==> config.mk <==
export PLATFORM = sky130hd
export DESIGN_NAME = spis_top
export DESIGN_NICKNAME = d
export VERILOG_FILES = /design/src/spis_sync.v /design/src/spis_top.v
export VERILOG_INCLUDE_DIRS = /design/src /design/src/src
export SDC_FILE = /design/constraint.sdc
export NUM_CORES = 1
export LEC_CHECK = 0
export BUFFER_PORTS_ARGS = -buffer_cell sky130_fd_sc_hd__buf_2
export CORE_UTILIZATION = 57
export DETAILED_ROUTE_END_ITERATION = 10
export PLACE_DENSITY = 0.84
export SETUP_SLACK_MARGIN = 0.4
export SLEW_MARGIN = 0
export SYNTH_ARGS = -nofsm -noshare
export SYNTH_HDL_FRONTEND = slang
export SYNTH_SLANG_ARGS = --single-unit
export TNS_END_PERCENT = 20
==> constraint.sdc <==
create_clock -name core_clk -period 3.47 [get_ports core_clk]
set_input_delay 0.8675 -clock core_clk [delete_from_list [all_inputs] [get_ports core_clk]]
set_output_delay 0.8675 -clock core_clk [all_outputs]
set_load 0.05 [all_outputs]
==> src/spis_consts.vh <==
// constants of the serial slave: register offsets, field positions, reset values
// assumes inclusion by bare name from the design files under src/
// What this block does
// - receive ready may rise falsely around enable
// - disable command ignored while in slave mode
// - transmit writes discarded while disabled
// - disable leaves transmit empty flag untouched
// - dma writes after disable are lost
`ifndef SPIS_CONSTS_VH
`define SPIS_CONSTS_VH
// ******************************
// register offsets
// ******************************
`define SPIS_AW 5
`define SPIS_OFS_CMD 5'h00
`define SPIS_OFS_MODE 5'h04
`define SPIS_OFS_STAT 5'h08
`define SPIS_OFS_RXD 5'h0C
`define SPIS_OFS_TXD 5'h10
`define SPIS_OFS_IMASK 5'h14
`define SPIS_OFS_ISTAT 5'h18
// ******************************
// field positions
// ******************************
`define SPIS_CMD_EN 0
`define SPIS_CMD_DIS 1
`define SPIS_CMD_SWRST 2
`define SPIS_MODE_SLAVE 0
`define SPIS_MODE_CLOCK_POLARITY 1
`define SPIS_MODE_CLOCK_PHASE 2
`define SPIS_ST_RXRDY 0
`define SPIS_ST_TXE 1
`define SPIS_ST_OVR 2
`define SPIS_ST_EN 3
// interrupt bits share the status layout of the first three
`define SPIS_IRQ_W 3
`define SPIS_MODE_W 3
// ******************************
// reset values
// ******************************
`define SPIS_MODE_RST 3'h0
`define SPIS_TXE_RST 1'h1
`define SPIS_IRQ_RST 3'h0
`endif

==> src/spis_sync.v <==
// three-stage synchroniser for pin inputs, accepted when stages two and three agree
// assumes a single clock core_clk and asynchronous active-low reset
`timescale 1ns/1ps
`default_nettype none
module spis_sync #(
  parameter W = 3,
  parameter [W-1:0] RST_VAL = {W{1'b0}}
) (
  input wire clk,
  input wire rst_b,
  input wire [W-1:0] d_in,
  output reg [W-1:0] q_out
);
  reg [W-1:0] s1_r;
  reg [W-1:0] s2_r;
  reg [W-1:0] s3_r;
  // chain plus agreement filter, first stage feeds only the second
  always @(posedge clk or negedge rst_b) begin
    if (!rst_b) begin
      s1_r <= RST_VAL;
      s2_r <= RST_VAL;
      s3_r <= RST_VAL;
      q_out <= RST_VAL;
    end else begin
      s1_r <= d_in;
      s2_r <= s1_r;
      s3_r <= s2_r;
      q_out <= (s2_r & ~(s2_r ^ s3_r)) | (q_out & (s2_r ^ s3_r));
    end
  end
endmodule // spis_sync
`default_nettype wire

==> src/spis_top.v <==
// serial peripheral slave with enable, disable, flags, dma handshake and interrupt
// assumes core_clk at 100 MHz; link pins asynchronous; register port read data one cycle later
//
// The address-and-strobe port and the address map were chosen for this implementation.
`timescale 1ns/1ps
`default_nettype none
`include "spis_consts.vh"
module spis_top #(
  parameter DW = 8
) (
  input wire core_clk,
  input wire rst_b,
  input wire [`SPIS_AW-1:0] reg_addr,
  input wire [31:0] reg_wdata,
  input wire reg_wr,
  input wire reg_rd,
  output reg [31:0] reg_rdata,
  input wire sck_in,
  input wire mosi_in,
  input wire ss_b_in,
  output reg miso_out,
  output reg miso_oe,
  input wire dma_wr,
  input wire [DW-1:0] dma_wdata,
  output reg dma_tx_req,
  output reg irq
);
  // ******************************
  // pin synchronisation
  // ******************************
  wire [2:0] pins_s;
  // reset to idle levels: select high, clock and data low, so no false edge
  spis_sync #(.W(3), .RST_VAL(3'h4)) u_sync (
    .clk(core_clk),
    .rst_b(rst_b),
    .d_in({ss_b_in, mosi_in, sck_in}),
    .q_out(pins_s)
  );
  wire sck_s = pins_s[0];
  wire mosi_s = pins_s[1];
  wire ss_act = ~pins_s[2];

  // ******************************
  // state
  // ******************************
  reg en_r;
  reg [`SPIS_MODE_W-1:0] mode_r;
  reg rx_rdy_r;
  reg tx_empty_r;
  reg ovr_r;
  reg [DW-1:0] tdr_r;
  reg [DW-1:0] rhr_r;
  reg [DW-1:0] sh_rx_r;
  reg [DW-1:0] sh_tx_r;
  reg [3:0] cnt_r;
  reg ld_r;
  reg ok_r;
  reg eclk_prev_r;
  reg [`SPIS_IRQ_W-1:0] ist_r;
  reg [`SPIS_IRQ_W-1:0] imask_r;

  wire slave = mode_r[`SPIS_MODE_SLAVE];
  wire clock_polarity = mode_r[`SPIS_MODE_CLOCK_POLARITY];
  wire clock_phase = mode_r[`SPIS_MODE_CLOCK_PHASE];

  // register strobe decode
  function hit;
    input [`SPIS_AW-1:0] a;
    input [`SPIS_AW-1:0] ofs;
    begin
      hit = (a == ofs);
    end
  endfunction

  wire wr_cmd = reg_wr && hit(reg_addr, `SPIS_OFS_CMD);
  wire swrst = wr_cmd && reg_wdata[`SPIS_CMD_SWRST];
  wire rd_rxd = reg_rd && hit(reg_addr, `SPIS_OFS_RXD);
  // cpu or dma write to the transmit data register
  wire tx_wr = (reg_wr && hit(reg_addr, `SPIS_OFS_TXD)) || dma_wr;
  wire [DW-1:0] tx_wdata = dma_wr ? dma_wdata : reg_wdata[DW-1:0];
  wire tx_take = tx_wr && en_r;

  // polarity folded clock; a polarity flip while enabled and selected in slave mode looks like an edge
  wire eclk = sck_s ^ clock_polarity;
  wire run = en_r && slave && ss_act;
  wire lead = run && eclk && !eclk_prev_r;
  wire trail = run && !eclk && eclk_prev_r;
  wire smp = clock_phase ? trail : lead;
  wire shf = clock_phase ? lead : trail;
  wire word_done = smp && (cnt_r == DW - 1);
  wire load = run && !ld_r;

  // ******************************
  // enable, mode and shift engine
  // ******************************
  always @(posedge core_clk or negedge rst_b) begin
    if (!rst_b) begin
      en_r <= 1'b0;
      mode_r <= `SPIS_MODE_RST;
      tdr_r <= {DW{1'b0}};
      rhr_r <= {DW{1'b0}};
      sh_rx_r <= {DW{1'b0}};
      sh_tx_r <= {DW{1'b0}};
      cnt_r <= 4'h0;
      ld_r <= 1'b0;
      ok_r <= 1'b0;
      eclk_prev_r <= 1'b0;
      rx_rdy_r <= 1'b0;
      tx_empty_r <= `SPIS_TXE_RST;
      ovr_r <= 1'b0;
    end else if (swrst) begin
      // back to disabled, flags and buffers cleared in any mode
      en_r <= 1'b0;
      tdr_r <= {DW{1'b0}};
      rhr_r <= {DW{1'b0}};
      sh_rx_r <= {DW{1'b0}};
      sh_tx_r <= {DW{1'b0}};
      cnt_r <= 4'h0;
      ld_r <= 1'b0;
      ok_r <= 1'b0;
      eclk_prev_r <= eclk;
      rx_rdy_r <= 1'b0;
      tx_empty_r <= `SPIS_TXE_RST;
      ovr_r <= 1'b0;
    end else begin
      eclk_prev_r <= eclk;
      if (wr_cmd && reg_wdata[`SPIS_CMD_EN])
        en_r <= 1'b1;
      else if (wr_cmd && reg_wdata[`SPIS_CMD_DIS] && !slave)
        en_r <= 1'b0; // slave ignores disable
      if (reg_wr && hit(reg_addr, `SPIS_OFS_MODE))
        mode_r <= reg_wdata[`SPIS_MODE_W-1:0];
      // disable never touches the empty flag; only accepted writes clear it
      if (load) begin
        sh_tx_r <= tx_empty_r ? {DW{1'b0}} : tdr_r;
        ld_r <= 1'b1;
        ok_r <= 1'b0;
        tx_empty_r <= 1'b1;
        // a write in the load cycle refills the buffer instead of being lost
        if (tx_take) begin
          tdr_r <= tx_wdata;
          tx_empty_r <= 1'b0;
        end
      end else if (tx_take) begin
        tdr_r <= tx_wdata;
        tx_empty_r <= 1'b0;
      end
      if (!ss_act) begin
        cnt_r <= 4'h0;
        ld_r <= 1'b0;
      end
      // counter kept across enable, so a stale partial word can flag ready
      if (smp) begin
        sh_rx_r <= {sh_rx_r[DW-2:0], mosi_s};
        ok_r <= 1'b1;
        cnt_r <= cnt_r + 4'h1;
        if (word_done) begin
          rhr_r <= {sh_rx_r[DW-2:0], mosi_s};
          cnt_r <= 4'h0;
          ld_r <= 1'b0;
          ok_r <= 1'b0;
        end
      end
      if (shf && ok_r)
        sh_tx_r <= {sh_tx_r[DW-2:0], 1'b0};
      // new word wins over the clearing read
      if (word_done) begin
        rx_rdy_r <= 1'b1;
        if (rx_rdy_r && !rd_rxd)
          ovr_r <= 1'b1;
      end else if (rd_rxd) begin
        rx_rdy_r <= 1'b0;
      end
      if (reg_rd && hit(reg_addr, `SPIS_OFS_STAT) && !(word_done && rx_rdy_r))
        ovr_r <= 1'b0;
    end
  end

  // ******************************
  // interrupt status and mask
  // ******************************
  wire [`SPIS_IRQ_W-1:0] ev;
  assign ev[`SPIS_ST_RXRDY] = word_done;
  assign ev[`SPIS_ST_TXE] = load && !tx_empty_r;
  assign ev[`SPIS_ST_OVR] = word_done && rx_rdy_r && !rd_rxd;
  wire wr_ist = reg_wr && hit(reg_addr, `SPIS_OFS_ISTAT);

  // sticky bits, set beats write-one clear
  always @(posedge core_clk or negedge rst_b) begin
    if (!rst_b) begin
      ist_r <= `SPIS_IRQ_RST;
      imask_r <= `SPIS_IRQ_RST;
    end else if (swrst) begin
      ist_r <= `SPIS_IRQ_RST;
    end else begin
      ist_r <= ev | (ist_r & ~(wr_ist ? reg_wdata[`SPIS_IRQ_W-1:0] : `SPIS_IRQ_RST));
      if (reg_wr && hit(reg_addr, `SPIS_OFS_IMASK))
        imask_r <= reg_wdata[`SPIS_IRQ_W-1:0];
    end
  end

  // ******************************
  // read data and registered outputs
  // ******************************
  reg [31:0] rd_nxt;
  always @* begin
    rd_nxt = 32'h0;
    case (reg_addr)
      `SPIS_OFS_MODE: rd_nxt[`SPIS_MODE_W-1:0] = mode_r;
      `SPIS_OFS_STAT: begin
        rd_nxt[`SPIS_ST_RXRDY] = rx_rdy_r;
        rd_nxt[`SPIS_ST_TXE] = tx_empty_r;
        rd_nxt[`SPIS_ST_OVR] = ovr_r;
        rd_nxt[`SPIS_ST_EN] = en_r;
      end
      `SPIS_OFS_RXD: rd_nxt[DW-1:0] = rhr_r;
      `SPIS_OFS_IMASK: rd_nxt[`SPIS_IRQ_W-1:0] = imask_r;
      `SPIS_OFS_ISTAT: rd_nxt[`SPIS_IRQ_W-1:0] = ist_r;
      default: rd_nxt = 32'h0;
    endcase
  end

  // every output from a flip-flop
  always @(posedge core_clk or negedge rst_b) begin
    if (!rst_b) begin
      reg_rdata <= 32'h0;
      miso_out <= 1'b0;
      miso_oe <= 1'b0;
      dma_tx_req <= 1'b0;
      irq <= 1'b0;
    end else begin
      reg_rdata <= reg_rd ? rd_nxt : 32'h0;
      miso_out <= sh_tx_r[DW-1];
      miso_oe <= run;
      dma_tx_req <= tx_empty_r && !swrst; // follows the empty flag, held while disabled, low for one cycle after a soft reset
      irq <= |(ist_r & imask_r);
    end
  end
endmodule // spis_top
`default_nettype wire

==> parameters.txt <==
Parameter                              Value

Run status
  Outcome ... complete, no violations

Global routing
  Busiest layer in global routing ... met2
  Global-route wire length before repair ... 12080 um
  Remaining Overflow, GRT ... 0
  Global-route usage over all layers ... 24.21%
  Number of global-route vias before repair ... 2591
  Maximum number of pins on one net before global-route repair ... 76
  Antenna violations before repair ... 0
  Met1 Track Usage GR ... 31.58%
  GR Layer Usage met3 ... 4.333%
  Met2 Use GR ... 39.83%

Power
  Combinational share of power ... 22.2%
  Power density over cell area ... 583.9 mW/mm^2
  Worst IR Drop VDD ... 0.0003475 V
  Leakage ... 0.001895 uW
  Fraction of power spent switching nets ... 32.87%
  Part of the total power dissipated in the clock network ... 28.9%
  Total power after layout ... 2343 uW
  Reported net switching power ... 770.1 uW
  Sequential share of power ... 48.9%
  Internal power consumption ... 1573 uW

Setup path
  Count of buffer and inverter cells on the critical path ... 2
  Worst-path fanout max ... 15
  Worst Setup Start Kind ... input port
  Crit. End Element ... register
  WP data required ... 3.69 ns
  Critical Path, Cell by Cell ... buf_2 > nor4b_4 > and3_1 > buf_4 > a21oi_2 > o2bb2ai_1
  Highest-delay cell along the critical path ... sky130_fd_sc_hd__nor4b_4
  Data arrival time of the critical path ... 2.38 ns
  Kind of critical path ... input port to register
  Delay contributed by the slowest stage of the critical path ... 0.53 ns
  Start point of the critical path ... reg_addr[3]
  Cell class contributing the biggest share of worst-path delay ... simple AND/OR/NAND/NOR gates

Drt
  Routed WL ... 7327 um
  Routed wire length per instance ... 16.25 um
  Total via count in the routed design ... 2672
  Router iterations before antenna repair ... 5
  Number of violations reported at the end of detailed-routing iteration 0 ... 239
  Per-cell via count in the routed design ... 5.925
  # DRC ... 0
  Antenna Nets Post-Route ... 0

Logic synthesis
  Ys Warns ... 0
  Synth top area cells ... sky130_fd_sc_hd__dfrtp_1, sky130_fd_sc_hd__buf_4, sky130_fd_sc_hd__mux2i_1
  Ys async rst share ... 100.0%
  Per-instance average area after synthesis ... 10.97 sq um
  Post-synthesis sequential element count ... 75
  Instance count of the mapped netlist ... 333
  Cell accounting for the most synthesized area ... sky130_fd_sc_hd__dfrtp_1
  Most frequent cells after synthesis ... sky130_fd_sc_hd__dfrtp_1, sky130_fd_sc_hd__nand2_1, sky130_fd_sc_hd__buf_4
  Most used DFF post-synth ... sky130_fd_sc_hd__dfrtp_1
  EDFF count, synth ... 0
  Leading cell type by number of instances after synthesis ... sky130_fd_sc_hd__dfrtp_1
  Post-synthesis sequential area ratio ... 51.56%
  Synthesized cell area ... 0.003652 sq mm
  Number of library cell types mapped by synthesis ... 51
  Top-area cell type share of the netlist area ... 47.96%

Finish
  Number of inserted diodes ... 0
  Fraction of final layout cells with drive strength greater than 1 ... 24.20%
  Non-filler cells, final ... 451
  Footprint of the multi-input gates ... 0.001554 sq mm
  Layout Area Growth over Synthesis ... 9.866%
  Nets@finish ... 425
  Total area of sequential cells ... 0.001883 sq mm
  Fill cells ... 448

STA
  Layout Skew ... 0.006815 ns
  Final Worst Setup Slack ... 1.310 ns
  Worst slew slack as a fraction of its limit ... 38.87%
  Part of the cycle the worst path needs ... 62.26%
  Shortest clock period the worst path allows after layout ... 2.160 ns
  Max frequency ... 0.4629 GHz
  Hold violation count in the final report ... 0
  Pin slew with the least headroom to its limit ... 0.9170 ns
  RSZ-0062 raised after global routing ... no
  Fin Setup TNS ... 0 ns
  Count of final setup violators ... 0
  Final Max Tran Viols ... 0

Job
  Maximum capacitance violations ... 0

Clock network
  CTS Hold Bufs ... 0
  Count of buffers added by post-CTS timing repair for setup ... 0
  Bufs on Longest Clock Path ... 2
  Clock root buffer ... sky130_fd_sc_hd__clkbuf_8
  Number of buffers created by CTS ... 9
  Cts repair resizes ... 0
  Clock Sinks ... 75
  Later-pin clock latency in the skew report ... 0.35 ns
  Clock-pin transition on the worst setup and hold timing paths ... 0.08 ns
  TritonCTS clock tree ... yes
  Depth of the CTS H-tree ... 3

Floorplanning
  Initial core utilization ... 60.26%
  Placement row count ... 28
  Area of the core region ... 0.006061 sq mm
  Die footprint ... 0.006731 sq mm
  Boundary pin count ... 89
  Die boundary height ... 82.05 um
  Horiz. Die Dim ... 82.05 um

Placement
  Cell Count Post-Placement ... 435
  Weighted congestion reported at the end of routability-driven placement ... 0.8531
  Worst slack, placed ... 0.9787 ns
  Count of input and output buffers ... 40
  Final HPWL DP ... 4865 um

Hold path
  Origin of the worst min-delay path ... u_sync.s1_r[0]$_DFF_PN0_
  Classification of the worst-slack hold path ... register to register
## layer usage
metal  vias up  wire [um]  part of all wire (%)
li1       1235          -                     -
met1      1299       3239                    44
met2       127       3548                    48
met3        11        441                   6.0
met4         0         98                   1.3
met5         -          0                     0
## metrics by stage
| stage | instance area, sq um | hold slack [ns] | utilization [%] |
|---|---|---|---|
| 6_report | 4013 | 0.3525 | 66.21 |
| 4_1_cts | 4013 | 0.3542 | 66.21 |
| 2_1_floorplan | 3739 | 0.3312 | - |
| 3_3_place_gp | 3810 | 0.3331 | 62.86 |
| 5_1_grt | 4013 | 0.3653 | 66.21 |
| 3_5_place_dp | 3810 | 0.3362 | 62.86 |
## worst register-to-register path, cell delays in order, from the launching register on
cell                       delay, ns
sky130_fd_sc_hd__dfstp_2        0.63
sky130_fd_sc_hd__nand3b_1       0.14
sky130_fd_sc_hd__buf_4          0.24
sky130_fd_sc_hd__inv_1          0.19
sky130_fd_sc_hd__and2_1         0.29
sky130_fd_sc_hd__a221oi_1       0.35
sky130_fd_sc_hd__nor3_1         0.10
## area by class of cell
| class | count | share of cell area (%) |
|---|---|---|
| repair buffers | 48 | 6.486 |
| inverters | 5 | 0.4677 |
| flip-flops and latches | 75 | 46.93 |
| multi-input cells | 232 | 38.73 |
| well taps | 75 | 2.339 |
| clock inverters | 6 | 1.621 |
| clock buffers | 10 | 3.430 |
## power by group through the flow
stage | clock network [uW] | registers, uW | logic, uW
floorplan | 0 | 1170 | 391
global placement | 0 | 1150 | 501
detailed placement | 0 | 1160 | 519
CTS | 685 | 1140 | 520
global route | 717 | 1170 | 572
finish | 676 | 1150 | 520
## placed cells by master, fill, tap and decap left out, types with 5 or more instances in the layout
cell,n
sky130_fd_sc_hd__dfrtp_1,70
sky130_fd_sc_hd__buf_2,40
sky130_fd_sc_hd__nand2_1,28
sky130_fd_sc_hd__conb_1,24
sky130_fd_sc_hd__mux2i_1,19
sky130_fd_sc_hd__nand3_1,17
sky130_fd_sc_hd__a21oi_1,17
sky130_fd_sc_hd__nor3_1,16
sky130_fd_sc_hd__mux2_2,13
sky130_fd_sc_hd__o21ai_0,12
sky130_fd_sc_hd__clkbuf_8,10
sky130_fd_sc_hd__o2bb2ai_1,9
sky130_fd_sc_hd__buf_4,8
sky130_fd_sc_hd__nor4b_1,7
sky130_fd_sc_hd__a221oi_1,7
sky130_fd_sc_hd__nor2_1,6
sky130_fd_sc_hd__and2_1,6
sky130_fd_sc_hd__nand3b_1,5
sky130_fd_sc_hd__inv_1,5
sky130_fd_sc_hd__nand2b_1,5
sky130_fd_sc_hd__nand4_1,5
sky130_fd_sc_hd__dfstp_2,5
## registers in the layout, summed over array words and instances, names as in the netlist, 3 cells and up, named ones only
name and count:
reg_rdata 8, u_sync.s3_r 3, rhr_r 8, imask_r 3
tdr_r 8, sh_tx_r 8, cnt_r 4, sh_rx_r 7
u_sync.s1_r 3, ist_r 3, mode_r 3, u_sync.s2_r 3
## logic make-up (layout without fill, tap and decap cells)
| group | after synthesis | in the layout | share of synthesized area [%] |
|---|---|---|---|
| and+or+nand+nor | 108 | 108 | 16.58 |
| muxes | 33 | 33 | 9.626 |
| buffers and inverters | 49 | 69 | 8.256 |
| xor gates and xnor gates | 1 | 1 | 0.4455 |
| DFF | 75 | 75 | 51.56 |
| AOI/OAI and AO/OA | 62 | 62 | 12.27 |
| other | 1 | 24 | 0.1027 |
| adders and majority gates | 4 | 4 | 1.165 |
## final timing paths
path                       cells after the start  slack [ns]                       end
min in group asynchronous                      2        0.72    reg_rdata[6]$_DFF_PN0_
max in group asynchronous                      2        2.15    sh_tx_r[1]$_DFFE_PN0P_
setup / recovery                               6        1.31      tdr_r[0]$_DFFE_PN0P_
setup reg to reg                               6        1.42    sh_tx_r[2]$_DFFE_PN0P_
hold reg to reg                                0        0.35  u_sync.s2_r[0]$_DFF_PN0_
hold / removal                                 0        0.35  u_sync.s2_r[0]$_DFF_PN0_
Note: power is estimated with default switching activity, not from simulation.
